## config.mk

```make
export PLATFORM = sky130hd
export DESIGN_NAME = cmb_unit
export DESIGN_NICKNAME = d
export VERILOG_FILES = /design/src/cmb_axil.v /design/src/cmb_match.v /design/src/cmb_unit.v
export VERILOG_INCLUDE_DIRS = /design/src /design/src/src
export SDC_FILE = /design/constraint.sdc
export NUM_CORES = 1
export LEC_CHECK = 0
export ABC_AREA = 1
export BUFFER_PORTS_ARGS = -buffer_cell sky130_fd_sc_hd__buf_2
export CAP_MARGIN = 20
export CORE_ASPECT_RATIO = 1.4
export CORE_UTILIZATION = 50
export DETAILED_ROUTE_END_ITERATION = 16
export PLACE_DENSITY_LB_ADDON = 0.15
export RECOVER_POWER = 100
export SLEW_MARGIN = 5
export SYNTH_ARGS = -nofsm -noshare
export SYNTH_HDL_FRONTEND = slang
export SYNTH_SLANG_ARGS = --single-unit
```

## constraint.sdc

```tcl
create_clock -name clk -period 3.9 [get_ports clk]
set_input_delay 0.195 -clock clk [delete_from_list [all_inputs] [get_ports clk]]
set_output_delay 0.195 -clock clk [all_outputs]
set_load 0.05 [all_outputs]
```

## src/cmb_consts.vh

```
// constants for the cpu module bus command unit
`ifndef CMB_CONSTS_VH
`define CMB_CONSTS_VH
// ----------------------------------------------------------------
// microcode field codes
// ----------------------------------------------------------------
`define CMB_FC_NONE 3'h0
`define CMB_FC_CTRL 3'h1
`define CMB_FC_CMD 3'h2
`define CMB_FC_NEXT 3'h3
`define CMB_FC_OPERAND_REGISTER 3'h4
// ----------------------------------------------------------------
// field positions, bit 0 is the msb of a 16-bit word
// ----------------------------------------------------------------
`define CMB_DEST_FIRST 13
`define CMB_OPC_FIRST 10
`define CMB_ORG_SRC_FIRST 5
`define CMB_ORG_OPC_FIRST 2
`define CMB_STATUS_FLAG_BIT 7
`define CMB_OPC_NOP 2'h0
// ----------------------------------------------------------------
// register byte addresses
// ----------------------------------------------------------------
`define CMB_ADDR_CTRL 8'h00
`define CMB_ADDR_STATUS 8'h04
`define CMB_ADDR_ORIGIN 8'h08
`define CMB_ADDR_NEXT 8'h0C
`define CMB_ADDR_OPERAND_REGISTER 8'h10
`define CMB_ADDR_OWN 8'h14
// ----------------------------------------------------------------
// reset values and responses
// ----------------------------------------------------------------
`define CMB_CTRL_RESET 1'b1
`define CMB_WORD_RESET 16'h0000
`define CMB_RESP_OKAY 2'h0
`define CMB_RESP_SLVERR 2'h2
`endif

```

## src/cmb_axil.v

```verilog
// axi4-lite slave front end for the command unit registers
`timescale 1ns/100ps
`include "cmb_consts.vh"
module cmb_axil (
  input wire clk,
  input wire reset,
  input wire [7:0] s_axi_awaddr,
  input wire s_axi_awvalid,
  output reg s_axi_awready,
  input wire [31:0] s_axi_wdata,
  input wire [3:0] s_axi_wstrb,
  input wire s_axi_wvalid,
  output reg s_axi_wready,
  output reg [1:0] s_axi_bresp,
  output reg s_axi_bvalid,
  input wire s_axi_bready,
  input wire [7:0] s_axi_araddr,
  input wire s_axi_arvalid,
  output reg s_axi_arready,
  output reg [31:0] s_axi_rdata,
  output reg [1:0] s_axi_rresp,
  output reg s_axi_rvalid,
  input wire s_axi_rready,
  output reg wr_en_q,
  output reg [7:0] wr_addr_q,
  output reg [15:0] wr_data_q,
  output wire [7:0] rd_addr,
  input wire [15:0] rd_data,
  input wire rd_hit
);
  // ----------------------------------------------------------------
  // write side: address and data may arrive in either order
  // ----------------------------------------------------------------
  reg aw_have_q; // address word latched
  reg w_have_q; // data word latched
  reg [7:0] aw_q;
  reg [15:0] w_q;
  reg w_low_q; // both low byte lanes were enabled
  function hit_w;
    input [7:0] a;
    begin
      hit_w = (a == `CMB_ADDR_CTRL) || (a == `CMB_ADDR_STATUS);
    end
  endfunction
  always @(posedge clk) begin
    wr_en_q <= 1'b0;
    if (reset) begin
      aw_have_q <= 1'b0;
      w_have_q <= 1'b0;
      aw_q <= 8'h00;
      w_q <= 16'h0000;
      w_low_q <= 1'b0;
      s_axi_awready <= 1'b0;
      s_axi_wready <= 1'b0;
      s_axi_bvalid <= 1'b0;
      s_axi_bresp <= `CMB_RESP_OKAY;
      wr_addr_q <= 8'h00;
      wr_data_q <= 16'h0000;
    end else begin
      s_axi_awready <= !aw_have_q && !s_axi_awready && !s_axi_bvalid;
      s_axi_wready <= !w_have_q && !s_axi_wready && !s_axi_bvalid;
      if (s_axi_awvalid && s_axi_awready) begin
        aw_have_q <= 1'b1;
        aw_q <= s_axi_awaddr;
        s_axi_awready <= 1'b0;
      end
      if (s_axi_wvalid && s_axi_wready) begin
        w_have_q <= 1'b1;
        w_q <= s_axi_wdata[15:0];
        w_low_q <= &s_axi_wstrb[1:0];
        s_axi_wready <= 1'b0;
      end
      // both halves held: perform and answer
      if (aw_have_q && w_have_q && !s_axi_bvalid) begin
        aw_have_q <= 1'b0;
        w_have_q <= 1'b0;
        wr_en_q <= hit_w(aw_q) && w_low_q;
        wr_addr_q <= aw_q;
        wr_data_q <= w_q;
        s_axi_bvalid <= 1'b1;
        s_axi_bresp <= hit_w(aw_q) ? `CMB_RESP_OKAY : `CMB_RESP_SLVERR;
      end
      if (s_axi_bvalid && s_axi_bready) begin
        s_axi_bvalid <= 1'b0;
      end
    end
  end
  // ----------------------------------------------------------------
  // read side: data one cycle after the address is taken
  // ----------------------------------------------------------------
  assign rd_addr = s_axi_araddr;
  always @(posedge clk) begin
    if (reset) begin
      s_axi_arready <= 1'b0;
      s_axi_rvalid <= 1'b0;
      s_axi_rdata <= 32'h0000_0000;
      s_axi_rresp <= `CMB_RESP_OKAY;
    end else begin
      s_axi_arready <= !s_axi_rvalid && !s_axi_arready;
      if (s_axi_arvalid && s_axi_arready) begin
        s_axi_arready <= 1'b0;
        s_axi_rvalid <= 1'b1;
        // narrow data in the low half, upper half reads zero
        s_axi_rdata <= {16'h0000, rd_hit ? rd_data : 16'h0000};
        s_axi_rresp <= rd_hit ? `CMB_RESP_OKAY : `CMB_RESP_SLVERR;
      end else if (s_axi_rvalid && s_axi_rready) begin
        s_axi_rvalid <= 1'b0;
      end
    end
  end
endmodule // cmb_axil

```

## src/cmb_match.v

```verilog
// receive classifier for transmissions seen on the shared unit bus
`timescale 1ns/100ps
module cmb_match (
  input wire bus_valid,
  input wire [2:0] bus_dest,
  input wire [2:0] bus_src,
  input wire [2:0] own_code,
  input wire [2:0] expected_src,
  input wire expecting,
  output wire take_data,
  output wire odd_source
);
  // ----------------------------------------------------------------
  // dest comparator and source comparator
  // ----------------------------------------------------------------
  wire to_me;
  assign to_me = bus_valid && (bus_dest == own_code);
  // expected reply from the saved destination: data may be taken
  assign take_data = to_me && expecting && (bus_src == expected_src);
  // anything else addressed here raises the module interrupt
  assign odd_source = to_me && !take_data;
endmodule // cmb_match

```

## src/cmb_unit.v

```verilog
// cpu side module bus command unit: commands, self transfers, monitor
`timescale 1ns/100ps
`include "cmb_consts.vh"
module cmb_unit (
  input wire clk,
  input wire reset,
  input wire [2:0] field_code,
  input wire [15:0] result_bus,
  input wire [2:0] own_code_in,
  input wire dest_ready_in,
  input wire priority_enable_line_n,
  input wire bus_valid_in,
  input wire [2:0] bus_dest_in,
  input wire [2:0] bus_src_in,
  input wire [1:0] bus_opc_in,
  input wire [15:0] shared_bus_data_lines_in,
  output reg priority_request_n_q,
  output reg bus_drive_q,
  output reg [2:0] bus_dest_q,
  output reg [2:0] bus_src_q,
  output reg [1:0] bus_opc_q,
  output reg [15:0] shared_bus_data_lines_q,
  output reg busy_q,
  output reg module_irq_q,
  input wire [7:0] s_axi_awaddr,
  input wire s_axi_awvalid,
  output wire s_axi_awready,
  input wire [31:0] s_axi_wdata,
  input wire [3:0] s_axi_wstrb,
  input wire s_axi_wvalid,
  output wire s_axi_wready,
  output wire [1:0] s_axi_bresp,
  output wire s_axi_bvalid,
  input wire s_axi_bready,
  input wire [7:0] s_axi_araddr,
  input wire s_axi_arvalid,
  output wire s_axi_arready,
  output wire [31:0] s_axi_rdata,
  output wire [1:0] s_axi_rresp,
  output wire s_axi_rvalid,
  input wire s_axi_rready
);
  // ----------------------------------------------------------------
  // helpers
  // ----------------------------------------------------------------
  // pick a field by its msb-first bit number
  function [2:0] field3;
    input [15:0] w;
    input integer first;
    begin
      field3 = {w[15 - first], w[14 - first], w[13 - first]};
    end
  endfunction
  function [1:0] field2;
    input [15:0] w;
    input integer first;
    begin
      field2 = {w[15 - first], w[14 - first]};
    end
  endfunction
  // place a value at msb-first bit numbers inside a zero word
  function [15:0] put_origin;
    input [2:0] src;
    input [1:0] opc;
    reg [15:0] t;
    begin
      t = 16'h0000;
      t[15 - `CMB_ORG_SRC_FIRST] = src[2];
      t[14 - `CMB_ORG_SRC_FIRST] = src[1];
      t[13 - `CMB_ORG_SRC_FIRST] = src[0];
      t[15 - `CMB_ORG_OPC_FIRST] = opc[1];
      t[14 - `CMB_ORG_OPC_FIRST] = opc[0];
      put_origin = t;
    end
  endfunction
  // ----------------------------------------------------------------
  // state
  // ----------------------------------------------------------------
  localparam ST_IDLE = 2'h0; // nothing queued
  localparam ST_LOW = 2'h1; // low request waiting
  localparam ST_HIGH = 2'h2; // high request waiting
  localparam ST_SEND = 2'h3; // driving the bus this cycle
  reg [1:0] state_q;
  reg [2:0] dest_q; // destination module register
  reg [1:0] module_opcode_q; // module opcode register
  reg [15:0] address_out_register_q;
  reg [15:0] data_out_register_q;
  reg send_data_q; // self transfer: data register goes out
  reg prefix_seen_q; // a control prefix preceded this line
  reg next_fetch_pending_q;
  reg operand_fetch_pending_q;
  reg [15:0] origin_code_register_q;
  reg [15:0] next_instruction_register_q;
  reg [15:0] operand_register_q;
  reg status_flag_q; // status word bit for module interrupt
  reg enable_q; // software enable for microcode codes
  reg [2:0] own_q; // jumpered source code, caught after reset
  wire take_data;
  wire odd_source;
  wire wr_en;
  wire [7:0] wr_addr;
  wire [15:0] wr_data;
  wire [7:0] rd_addr;
  reg [15:0] rd_data;
  reg rd_hit;
  wire granted;
  wire accept_code;
  assign granted = !priority_enable_line_n;
  // new codes are only honoured with nothing in flight
  assign accept_code = enable_q && (state_q == ST_IDLE);
  // ----------------------------------------------------------------
  // bus receive classification
  // ----------------------------------------------------------------
  cmb_match u_match (
    .bus_valid(bus_valid_in),
    .bus_dest(bus_dest_in),
    .bus_src(bus_src_in),
    .own_code(own_q),
    .expected_src(dest_q),
    .expecting(next_fetch_pending_q || operand_fetch_pending_q),
    .take_data(take_data),
    .odd_source(odd_source)
  );
  // ----------------------------------------------------------------
  // register front end
  // ----------------------------------------------------------------
  cmb_axil u_axil (
    .clk(clk),
    .reset(reset),
    .s_axi_awaddr(s_axi_awaddr),
    .s_axi_awvalid(s_axi_awvalid),
    .s_axi_awready(s_axi_awready),
    .s_axi_wdata(s_axi_wdata),
    .s_axi_wstrb(s_axi_wstrb),
    .s_axi_wvalid(s_axi_wvalid),
    .s_axi_wready(s_axi_wready),
    .s_axi_bresp(s_axi_bresp),
    .s_axi_bvalid(s_axi_bvalid),
    .s_axi_bready(s_axi_bready),
    .s_axi_araddr(s_axi_araddr),
    .s_axi_arvalid(s_axi_arvalid),
    .s_axi_arready(s_axi_arready),
    .s_axi_rdata(s_axi_rdata),
    .s_axi_rresp(s_axi_rresp),
    .s_axi_rvalid(s_axi_rvalid),
    .s_axi_rready(s_axi_rready),
    .wr_en_q(wr_en),
    .wr_addr_q(wr_addr),
    .wr_data_q(wr_data),
    .rd_addr(rd_addr),
    .rd_data(rd_data),
    .rd_hit(rd_hit)
  );
  // read mux; status shows pending and request state
  always @* begin
    rd_hit = 1'b1;
    rd_data = 16'h0000;
    case (rd_addr)
      `CMB_ADDR_CTRL: rd_data = {15'h0000, enable_q};
      `CMB_ADDR_STATUS: begin
        rd_data[`CMB_STATUS_FLAG_BIT] = status_flag_q;
        rd_data[3:0] = {state_q, operand_fetch_pending_q,
          next_fetch_pending_q};
      end
      `CMB_ADDR_ORIGIN: rd_data = origin_code_register_q;
      `CMB_ADDR_NEXT: rd_data = next_instruction_register_q;
      `CMB_ADDR_OPERAND_REGISTER: rd_data = operand_register_q;
      `CMB_ADDR_OWN: rd_data = {13'h0000, own_q};
      default: rd_hit = 1'b0;
    endcase
  end
  // ----------------------------------------------------------------
  // microcode capture and request sequencer
  // ----------------------------------------------------------------
  // capture registers only load in idle, so a pending transfer
  // cannot be overwritten by later microcode lines
  always @(posedge clk) begin
    if (reset) begin
      state_q <= ST_IDLE;
      dest_q <= 3'h0;
      module_opcode_q <= `CMB_OPC_NOP;
      address_out_register_q <= `CMB_WORD_RESET;
      data_out_register_q <= `CMB_WORD_RESET;
      send_data_q <= 1'b0;
      prefix_seen_q <= 1'b0;
      own_q <= 3'h0;
    end else begin
      // strap is caught on every clock, so it is valid after release
      own_q <= own_code_in;
      case (state_q)
        ST_IDLE: begin
          if (accept_code) begin
            case (field_code)
              `CMB_FC_CTRL: begin
                dest_q <= field3(result_bus, `CMB_DEST_FIRST);
                module_opcode_q <=
                  field2(result_bus, `CMB_OPC_FIRST);
                prefix_seen_q <= 1'b1;
              end
              `CMB_FC_CMD: begin
                // a command without a prefix has no target
                if (prefix_seen_q) begin
                  address_out_register_q <= result_bus;
                  send_data_q <= 1'b0;
                  prefix_seen_q <= 1'b0;
                  state_q <= ST_LOW;
                end
              end
              `CMB_FC_NEXT, `CMB_FC_OPERAND_REGISTER: begin
                data_out_register_q <= result_bus;
                module_opcode_q <= `CMB_OPC_NOP;
                dest_q <= own_q;
                send_data_q <= 1'b1;
                state_q <= ST_HIGH;
              end
              default: begin
                state_q <= ST_IDLE;
              end
            endcase
          end
        end
        ST_LOW: begin
          // readiness is checked before entering the contest
          if (dest_ready_in && granted) begin
            state_q <= ST_SEND;
          end
        end
        ST_HIGH: begin
          // the receiver expects this, so no ready
          if (granted) begin
            state_q <= ST_SEND;
          end
        end
        ST_SEND: begin
          state_q <= ST_IDLE;
        end
        default: begin
          state_q <= ST_IDLE;
        end
      endcase
    end
  end
  // ----------------------------------------------------------------
  // bus drivers, all registered
  // ----------------------------------------------------------------
  always @(posedge clk) begin
    if (reset) begin
      priority_request_n_q <= 1'b1;
      bus_drive_q <= 1'b0;
      bus_dest_q <= 3'h0;
      bus_src_q <= 3'h0;
      bus_opc_q <= 2'h0;
      shared_bus_data_lines_q <= 16'h0000;
      busy_q <= 1'b0;
    end else begin
      busy_q <= (state_q != ST_IDLE) && !(state_q == ST_SEND);
      // request line asserted while waiting; low request only once
      // the destination has shown ready
      priority_request_n_q <= !((state_q == ST_HIGH) ||
        ((state_q == ST_LOW) && dest_ready_in));
      bus_drive_q <= 1'b0;
      if ((state_q == ST_LOW && dest_ready_in && granted) ||
          (state_q == ST_HIGH && granted)) begin
        bus_drive_q <= 1'b1;
        bus_dest_q <= dest_q;
        bus_src_q <= own_q;
        bus_opc_q <= module_opcode_q;
        // command sends the address word, self transfer the data
        shared_bus_data_lines_q <= send_data_q ?
          data_out_register_q : address_out_register_q;
      end
    end
  end
  // ----------------------------------------------------------------
  // receive side and status
  // ----------------------------------------------------------------
  always @(posedge clk) begin
    if (reset) begin
      next_fetch_pending_q <= 1'b0;
      operand_fetch_pending_q <= 1'b0;
      origin_code_register_q <= `CMB_WORD_RESET;
      next_instruction_register_q <= `CMB_WORD_RESET;
      operand_register_q <= `CMB_WORD_RESET;
      status_flag_q <= 1'b0;
      module_irq_q <= 1'b0;
      enable_q <= `CMB_CTRL_RESET;
    end else begin
      if (wr_en && wr_addr == `CMB_ADDR_CTRL) begin
        enable_q <= wr_data[0];
      end
      // software clear first so a same-cycle event wins
      if (wr_en && wr_addr == `CMB_ADDR_STATUS &&
          wr_data[`CMB_STATUS_FLAG_BIT]) begin
        status_flag_q <= 1'b0;
      end
      if (accept_code && field_code == `CMB_FC_NEXT) begin
        next_fetch_pending_q <= 1'b1;
      end
      if (accept_code && field_code == `CMB_FC_OPERAND_REGISTER) begin
        operand_fetch_pending_q <= 1'b1;
      end
      if (take_data) begin
        // only the awaited reply is stored
        if (next_fetch_pending_q) begin
          next_instruction_register_q <= shared_bus_data_lines_in;
          next_fetch_pending_q <= 1'b0;
        end else begin
          operand_register_q <= shared_bus_data_lines_in;
          operand_fetch_pending_q <= 1'b0;
        end
      end
      if (odd_source) begin
        // data lines are left alone here, only the codes kept
        origin_code_register_q <=
          put_origin(bus_src_in, bus_opc_in);
        status_flag_q <= 1'b1;
      end
      // the other module won priority before driving
      module_irq_q <= odd_source ||
        (status_flag_q && !(wr_en && wr_addr == `CMB_ADDR_STATUS &&
        wr_data[`CMB_STATUS_FLAG_BIT]));
    end
  end
endmodule // cmb_unit

```

==> flow_metrics.tcl, run 1 <==
set metrics [dict create \
    synth_area_leaders "dfxtp_1 46%, inv_1 9.0%, nor2_1 8.1%" \
    area_delta_synth_final_pct 17.9 \
    reg2regPathDepth 10 \
    reg2reg_to "module_opcode_q[0]" \
    drive_gt1_frac 0.110 \
    drv_slew 0 \
    path_class "in2reg" \
    num-fill-cells 1377 \
    nets 1217 \
    synthCells 997 \
    maxCapViolCount 1 \
    drt_iter0_markers 226 \
    top_usage_layer "met2" \
    antenna_found_initial 1 \
    h-tree-depth 4 \
    period_minus_slack_ns 2.98 \
    cts_buffers 17 \
    use_met3 0.0547 \
    synth_top_cell_by_area "dfxtp_1" \
    clkLatencyLatePin_ns 0.42 \
    grt_max_degree 54 \
    peakVddDrop_v 0.000259 \
    r2r-start "state_q[0]" \
    max_freq_ghz 0.336 \
    syn_avg_cell_area_um2 7.01 \
    grt_util_met1 0.272 \
    reg2reg_setup_slack_ns 1.24 \
    worst_ep_required_time_ns 4.21 \
    synth-seq-area-share 0.459 \
    cts.repair.resized 0 \
    ys_seq_elements 160 \
    setup_viol_count_final 0 \
    cts_root_buffer "clkbuf_16" \
    hold_violations 0 \
    row_count 50 \
    drt.antenna.violating_nets 0 \
    portBuffers 126 \
    status "complete, but fails checks" \
    cp-endpoint "next_fetch_pending_q" \
    whs_ns 0.0231 \
    hold_path.class "in2reg" \
    dieHeight_um 142 \
    utilization 0.610 \
    firstDrtPassIters 4 \
    via_count 6429 \
    io_pins 177 \
    grt_usage 0.243 \
    setup_tns_ns 0 \
    dieArea_um2 14500 \
    critPathLaunchType "input pin" \
    grt_pass1_wl_um 27300 \
    wl_per_cell_um 13.1 \
    routed_wl_um 17000 \
    yosysWarnings 0 \
    chipWidth_um 102 \
    stdcell_count 1302 \
    pre_cts_slack_ns 1.20 \
    dpl.cell_count 1263 \
    violations "max-capacitance violations" \
    multi_input_area_um2 2850 \
    netlist-cell-type-count 35 \
    cts_tree "built" \
    cp_max_fo 35 \
    clock-sinks 160 \
    coreArea_um2 13500 \
    p_per_area_nw_per_um2 550 \
    cts_max_path_buffers 2 \
    post-route-drc-count 0 \
    min_period_over_period 0.763 \
    grt_pass1_vias 5773 \
    tightest_slew_ns 1.49 \
    grt_overflow 0 \
    cp-end-kind "flip-flop" \
    register_area_um2 3200 \
    syn-cell-area_um2 6990 \
    synth_top_area_frac 0.459 \
    vias_per_cell 4.94 \
    initial_core_util 0.517 \
    dp_hpwl_um 11700 \
    setup_ws_ns 0.924 \
    clkTransAtPathRegs_ns 0.07 \
    rsz0062_at_grt "false" \
    p_leak_nw 3.62 \
    skew_ns 0.00787 \
    startpoint "reset" \
    cp.arrival_ns 3.29 \
    met2_usage 0.442 \
    gp_congestion 0.792 \
    maxSlewHeadroom 0.00453 \
]
state kept, by name (all words and copies together), names as in the netlist, 2 cells and up:
register                     flops
bus_opc_q                        2
shared_bus_data_lines_q         16
data_out_register_q             16
operand_register_q              16
address_out_register_q          16
next_instruction_register_q     16
u_axil.s_axi_rdata              16
bus_src_q                        3
module_opcode_q                  2
origin_code_register_q           5
u_axil.w_q                       2
own_q                            3
dest_q                           3
u_axil.wr_data_q                 2
state_q                          2
u_axil.aw_q                      8
u_axil.wr_addr_q                 8
bus_dest_q                       3
cells by family (layout without fill, tap and decap cells):
family | count (synthesis) | in the layout | share of synthesized area
simple gates | 388 | 388 | 0.239
buf+inv | 240 | 345 | 0.143
compound gates | 202 | 202 | 0.150
flops | 160 | 160 | 0.459
fa+ha+maj | 3 | 3 | 0.00537
xor+xnor | 3 | 3 | 0.00376
other cells | 1 | 19 | 0.000537
metal layers:
metal  up-vias  wire length [µm]
met1      2910              7000
met4         0               369
met5         -                 0
met2       150              8920
li1       3342                 -
met3        27               739
layout make-up:
| type | instances | area share |
|---|---|---|
| clock inverters | 15 | 0.0203 |
| inverters | 171 | 0.0779 |
| well taps | 182 | 0.0276 |
| multi-input cells | 614 | 0.345 |
| clock buffers | 17 | 0.0516 |
| diodes | 1 | 0.000304 |
| flip-flops and latches | 160 | 0.389 |
| repair buffers | 142 | 0.0881 |
cells in the mapped netlist, drive strengths merged:
cell type,instances
nand3,42
nand4,37
buf,39
a21oi,86
a41oi,1
nor4,2
inv,170
dfxtp,160
ha,3
or2,1
xnor2,2
a211oi,1
o22ai,10
nand2,148
xor2,1
nand3b,1
a22oi,1
a31oi,1
o21ai,98
nor3,6
clkinv,1
nor2,151
o211ai,3
o311ai,1
conb,1
clkbuf,30
how the worst min path moves through the flow:
| stage | start | cells past startpoint | endpoint |
|---|---|---|---|
| detailed placement | own_code_in[2] | 3 | own_q[2] |
| finish | s_axi_rready | 4 | u_axil.s_axi_rvalid |
| CTS | s_axi_rready | 4 | u_axil.s_axi_rvalid |
| floorplan | own_code_in[0] | 2 | own_q[0] |
| global placement | own_code_in[2] | 3 | own_q[2] |
| global route | s_axi_rready | 4 | u_axil.s_axi_rvalid |
stage by stage:
step	instance area [µm²]	power (W)
after floorplan	7050	0.00269
after global placement	7620	0.00291
after detailed placement	7620	0.00292
after CTS	8260	0.00456
after global routing	8240	0.00476
final	8240	0.00453
worst max-delay path, cell delays in order:
cell and delay, ns:
clkbuf_1 1.05, inv_1 0.87, clkbuf_1 0.77, o211ai_1 0.31, inv_1 0.08
power by group:
group	switching (W)	total (W)	internal (W)
clock network	0.000769	0.00163	0.000863
registers	0.0000951	0.00189	0.00180
logic	0.000755	0.00101	0.000251
total	0.00162	0.00453	0.00291
placed cells by master (no fill, tap or decap), drive strengths merged, types with 2 or more instances in the layout:
cell	Yosys	routed
nand3	42	42
clkinv	1	7
inv	170	178
ha	3	3
o21ai	98	98
nor2	151	151
o22ai	10	10
xnor2	2	2
nor4	2	2
dlygate4sd3	0	4
dfxtp	160	160
nand4	37	37
conb	1	18
nand2	148	148
a21oi	86	86
clkbuf	30	72
o211ai	3	3
buf	39	83
nor3	6	6
repair_timing:
action | in CTS | in global routing
buffers inserted | 0 | 0
hold buffers | 4 | 0
hold endpoints to repair | 4 | 0
No activity file was read; power rests on OpenSTA's default activity.
==> run 2: changes to the inputs <==
--- a/config.mk
+++ b/config.mk
@@ -10,7 +10,7 @@
 export BUFFER_PORTS_ARGS = -buffer_cell sky130_fd_sc_hd__buf_2
 export CAP_MARGIN = 20
 export CORE_ASPECT_RATIO = 1.4
-export CORE_UTILIZATION = 50
+export CORE_UTILIZATION = 48
 export DETAILED_ROUTE_END_ITERATION = 16
 export PLACE_DENSITY_LB_ADDON = 0.15
 export RECOVER_POWER = 100
==> constraint.sdc (replaced) <==
create_clock -name clk -period 2.42 [get_ports clk]
set_input_delay 0.121 -clock clk [delete_from_list [all_inputs] [get_ports clk]]
set_output_delay 0.121 -clock clk [all_outputs]
set_load 0.05 [all_outputs]
==> flow_metrics.tcl, run 2 (synthesis results as in run 1) <==
set metrics [dict create \
    status "completed" \
    grt_usage 0.233 \
    num-fill-cells 1375 \
    drt.antenna.violating_nets 0 \
    dp_hpwl_um 11900 \
    max_freq_ghz 0.504 \
    dieArea_um2 15000 \
    drv_slew 0 \
    setup_viol_count_final 0 \
    p_clk_frac 0.363 \
    critPathMaxStageDelay_ns 0.53 \
    cts_tree "built" \
    cp_slowest_cell "clkbuf_1" \
    cp-end-kind "flip-flop" \
    skew_ns 0.00910 \
    post-route-drc-count 0 \
    wl_per_cell_um 13.1 \
    via_count 6491 \
    p_int_w 0.00478 \
    register_area_um2 3200 \
    hold_path.class "in2reg" \
    cts_root_buffer "clkbuf_16" \
    maxCapViolCount 0 \
    chipWidth_um 104 \
    power_w 0.00735 \
    portBuffers 126 \
    post_cts_buffers 0 \
    period_minus_slack_ns 1.99 \
    cp_max_fo 20 \
    cts.repair.resized 0 \
    clkLatencyLatePin_ns 0.43 \
    firstDrtPassIters 5 \
    dieHeight_um 145 \
    critical-path-top-delay-family "simple AND/OR/NAND/NOR gates" \
    critPathLaunchType "flip-flop" \
    multi_input_area_um2 2830 \
    worst-path-buf-inv 2 \
    cts_max_path_buffers 2 \
    coreArea_um2 14000 \
    hold_violations 0 \
    rsz0062_at_grt "false" \
    drt_iter0_markers 269 \
    grt_max_degree 80 \
    grt_pass1_wl_um 27900 \
    cts_hold_buf 30 \
    worstPathCellList "inv_1, nand2_1, nand3_1, nor2_4, clkbuf_1, nand4_1, nand2_1, nor2_1" \
    maxSlewHeadroom 0.406 \
    p_seq_frac 0.416 \
    p_comb_frac 0.220 \
    grt_pass1_vias 5912 \
    nets 1250 \
    whs_ns 0.000947 \
    area_delta_synth_final_pct 21.9 \
    swShare 0.351 \
    cts_buffers 17 \
    cp.arrival_ns 2.30 \
    clock-sinks 160 \
    peakVddDrop_v 0.000531 \
    crit_top_cell "nand2_1" \
    worst_ep_required_time_ns 2.74 \
    tightest_slew_ns 0.891 \
    routed_wl_um 17500 \
    row_count 51 \
    vias_per_cell 4.85 \
    min_period_over_period 0.821 \
    h-tree-depth 4 \
    setup_tns_ns 0 \
    power_switching_w 0.00258 \
    clkTransAtPathRegs_ns 0.07 \
    initial_core_util 0.498 \
    p_per_area_nw_per_um2 864 \
    path_class "reg2reg" \
    gp_congestion 0.796 \
    grt_overflow 0 \
    io_pins 177 \
    final_cell_mix "167 x inv_1, 160 x dfxtp_1, 150 x nor2_1, 148 x nand2_1, 98 x o21ai_0" \
    drive_gt1_frac 0.113 \
    antenna_found_initial 1 \
    p_leak_nw 3.74 \
    mostFrequentLayoutCell "inv_1" \
]
[run 2: cell count changes in the layout (fill, tap and decap cells not counted), sizes merged]
cell	previous run	this run
bufinv	0	1
buf	83	90
clkinv	7	4
clkinvlp	1	3
dlygate4sd3	4	30
[run 2: final timing paths]
path,startpoint,endpoint,slack (ns),cells past startpoint
max,dest_q[0],next_instruction_register_q[1],0.43,8
min,s_axi_wdata[7],u_axil.w_q[7],0.0009,3
max reg2reg,dest_q[0],next_instruction_register_q[1],0.43,8
min reg2reg,u_axil.aw_have_q,u_axil.s_axi_awready,0.43,1
[run 2: routing by layer]
| layer | vias up | wire [µm] | track usage |
|---|---|---|---|
| li1 | 3412 | - | - |
| met4 | 0 | 315 | 0.0737 |
| met5 | - | 0 | 0 |
| met2 | 142 | 9050 | 0.444 |
| met3 | 24 | 563 | 0.0394 |
| met1 | 2913 | 7550 | 0.264 |
[run 2: metrics by stage]
| step | instances | utilization | area [µm²] | setup slack, ns |
|---|---|---|---|---|
| after floorplan | 1014 | - | 7050 | 0.764 |
| after global placement | 1275 | 0.549 | 7710 | 0.598 |
| after detailed placement | 1275 | 0.549 | 7710 | 0.528 |
| after CTS | 1337 | 0.613 | 8600 | 0.517 |
| after global routing | 1338 | 0.607 | 8510 | 0.201 |
| final | 1338 | 0.607 | 8510 | 0.434 |
[run 2: worst reg2reg max path, stage by stage, from the launching register on]
cell,delay (ns)
dfxtp_1,0.35
inv_1,0.08
nand2_1,0.06
nand3_1,0.11
nor2_4,0.45
clkbuf_1,0.54
nand4_1,0.16
nand2_1,0.09
nor2_1,0.05
[run 2: power groups by stage]
stage / combinational, W / clock [W] / sequential, W
detailed placement: 0.00163 / 0 / 0.00311
CTS: 0.00167 / 0.00272 / 0.00305
global placement: 0.00162 / 0 / 0.00311
global route: 0.00179 / 0.00283 / 0.00309
floorplan: 0.000795 / 0 / 0.00354
finish: 0.00162 / 0.00267 / 0.00306
[run 2: layout make-up]
type,count,share of cell area
antenna,1,0.000294
clock buffer,17,0.0500
clock inverter,15,0.0198
inverter,171,0.0754
multi-input combinational,614,0.333
sequential,160,0.376
tap,185,0.0272
timing repair buffer,175,0.118
==> run 3: changes to the inputs <==
--- a/config.mk
+++ b/config.mk
@@ -10,7 +10,7 @@
 export BUFFER_PORTS_ARGS = -buffer_cell sky130_fd_sc_hd__buf_2
 export CAP_MARGIN = 20
 export CORE_ASPECT_RATIO = 1.4
-export CORE_UTILIZATION = 48
+export CORE_UTILIZATION = 50
 export DETAILED_ROUTE_END_ITERATION = 16
 export PLACE_DENSITY_LB_ADDON = 0.15
 export RECOVER_POWER = 100
==> constraint.sdc (replaced) <==
create_clock -name clk -period 1.9 [get_ports clk]
set_input_delay 0.095 -clock clk [delete_from_list [all_inputs] [get_ports clk]]
set_output_delay 0.095 -clock clk [all_outputs]
set_load 0.05 [all_outputs]
==> flow_metrics.tcl, run 3 (synthesis results as in run 1) <==
set metrics [dict create \
    hold_path.class "in2reg" \
    startpoint "own_q[0]" \
    power_switching_w 0.00325 \
    area_delta_synth_final_pct 23.4 \
    top_usage_layer "met2" \
    grt_max_degree 87 \
    peakVddDrop_v 0.000630 \
    tightest_slew_ns 0.716 \
    num-fill-cells 1330 \
    nets 1262 \
    p_comb_frac 0.227 \
    grt_util_met1 0.285 \
    cp-end-kind "flip-flop" \
    final_cell_mix "168 x inv_1, 160 x dfxtp_1, 149 x nor2_1, 148 x nand2_1, 97 x o21ai_0" \
    min_period_over_period 0.906 \
    clkTransAtPathRegs_ns 0.07 \
    cp_max_fo 20 \
    grt_usage 0.246 \
    gp_congestion 0.809 \
    pre_cts_slack_ns 0.200 \
    cp.arrival_ns 2.04 \
    p_int_w 0.00609 \
    io_pins 177 \
    drv_slew 0 \
    met2_usage 0.438 \
    setup_viol_count_final 0 \
    critPathLaunchType "flip-flop" \
    p_seq_frac 0.415 \
    portBuffers 126 \
    coreArea_um2 13500 \
    hold_path.startpoint "shared_bus_data_lines_in[14]" \
    routed_wl_um 17500 \
    rsz0062_at_grt "false" \
    vias_per_cell 4.80 \
    maxSlewHeadroom 0.523 \
    drive_gt1_frac 0.118 \
    swShare 0.348 \
    utilization 0.638 \
    setup_ws_ns 0.179 \
    period_minus_slack_ns 1.72 \
    row_count 50 \
    grt_overflow 0 \
    setup_tns_ns 0 \
    grt_pass1_wl_um 27700 \
    via_count 6472 \
    p_per_area_nw_per_um2 1080 \
    p_leak_nw 3.80 \
    wl_per_cell_um 13.0 \
    initial_core_util 0.517 \
    hold_violations 0 \
    dieHeight_um 142 \
    use_met3 0.0483 \
    h-tree-depth 4 \
    mostFrequentLayoutCell "inv_1" \
    firstDrtPassIters 4 \
    post-route-drc-count 0 \
    drt_iter0_markers 209 \
    skew_ns 0.00988 \
    stdcell_count 1348 \
    clock-sinks 160 \
    dp_hpwl_um 11700 \
    path_class "reg2reg" \
    dieArea_um2 14500 \
    cts_tree "built" \
    max_freq_ghz 0.581 \
    maxCapViolCount 0 \
    status "completed" \
    cts_buffers 17 \
    r2r-start "own_q[0]" \
    p_clk_frac 0.358 \
    cts_max_path_buffers 2 \
    clkLatencyLatePin_ns 0.42 \
    worst_ep_required_time_ns 2.22 \
    cts_root_buffer "clkbuf_16" \
    drt.antenna.violating_nets 0 \
    grt_pass1_vias 5816 \
    antenna_found_initial 2 \
    dpl.cell_count 1277 \
    chipWidth_um 102 \
]
-- run 3: changes by cell type in the layout (fill, tap and decap cells not counted), moves of 2 or more --
cell | previous run | this run
clkinv_4 | 1 | 3
clkbuf_2 | 1 | 5
dlygate4sd3_1 | 30 | 37
clkinv_2 | 0 | 2
-- run 3: layout make-up --
class | count | area, µm² | share of cell area
inverter | 171 | 642 | 0.0744
tap | 182 | 228 | 0.0264
sequential | 160 | 3200 | 0.371
multi-input combinational | 614 | 2840 | 0.330
clock inverter | 15 | 153 | 0.0177
clock buffer | 17 | 425 | 0.0493
antenna | 2 | 5.00 | 0.000580
timing repair buffer | 187 | 1120 | 0.130
-- run 3: repair_timing --
| item | in CTS | in global routing |
|---|---|---|
| setup buffers | 0 | 0 |
| hold endpoints to repair | 53 | 0 |
| resized for setup | 0 | 1 |
| hold buffers | 37 | 0 |
| endpoints found under the setup margin | 0 | 1 |
-- run 3: critical path, cell delays in order (launching register included) --
cell      delay, ns
dfxtp_1        0.40
inv_2          0.09
nand2_1        0.08
nand3_1        0.08
nor3_2         0.35
clkbuf_4       0.38
nand4_1        0.12
nand2_1        0.08
nor2_1         0.04
-- run 3: per-stage QoR --
stage / area (µm²) / hold WS, ns / power [W]
after global routing: 8620 / 0.0246 / 0.00978
final: 8620 / 0.00209 / 0.00934
after floorplan: 7050 / 0.202 / 0.00552
after CTS: 8700 / 0.00205 / 0.00945
after detailed placement: 7750 / 0.307 / 0.00608
after global placement: 7750 / 0.298 / 0.00605
-- run 3: final timing paths --
kind / to / depth (start not counted) / slack [ns]
max: operand_register_q[3] / 8 / 0.18
min: operand_register_q[14] / 5 / 0.002
max reg2reg: operand_register_q[3] / 8 / 0.18
min reg2reg: u_axil.s_axi_awready / 1 / 0.42
-- run 3: routing by layer --
metal	routed length, µm	up-vias	share of wire
li1	-	3423	-
met1	7370	2880	0.42
met2	8970	140	0.51
met3	727	29	0.042
met4	435	0	0.025
met5	0	-	0
-- run 3: power by group through the flow --
stage | sequential [W] | combinational [W] | clock [W]
after global routing | 0.00392 | 0.00233 | 0.00352
after global placement | 0.00394 | 0.00211 | 0
final | 0.00388 | 0.00212 | 0.00334
after floorplan | 0.00451 | 0.00101 | 0
after detailed placement | 0.00395 | 0.00213 | 0
after CTS | 0.00387 | 0.00219 | 0.00338
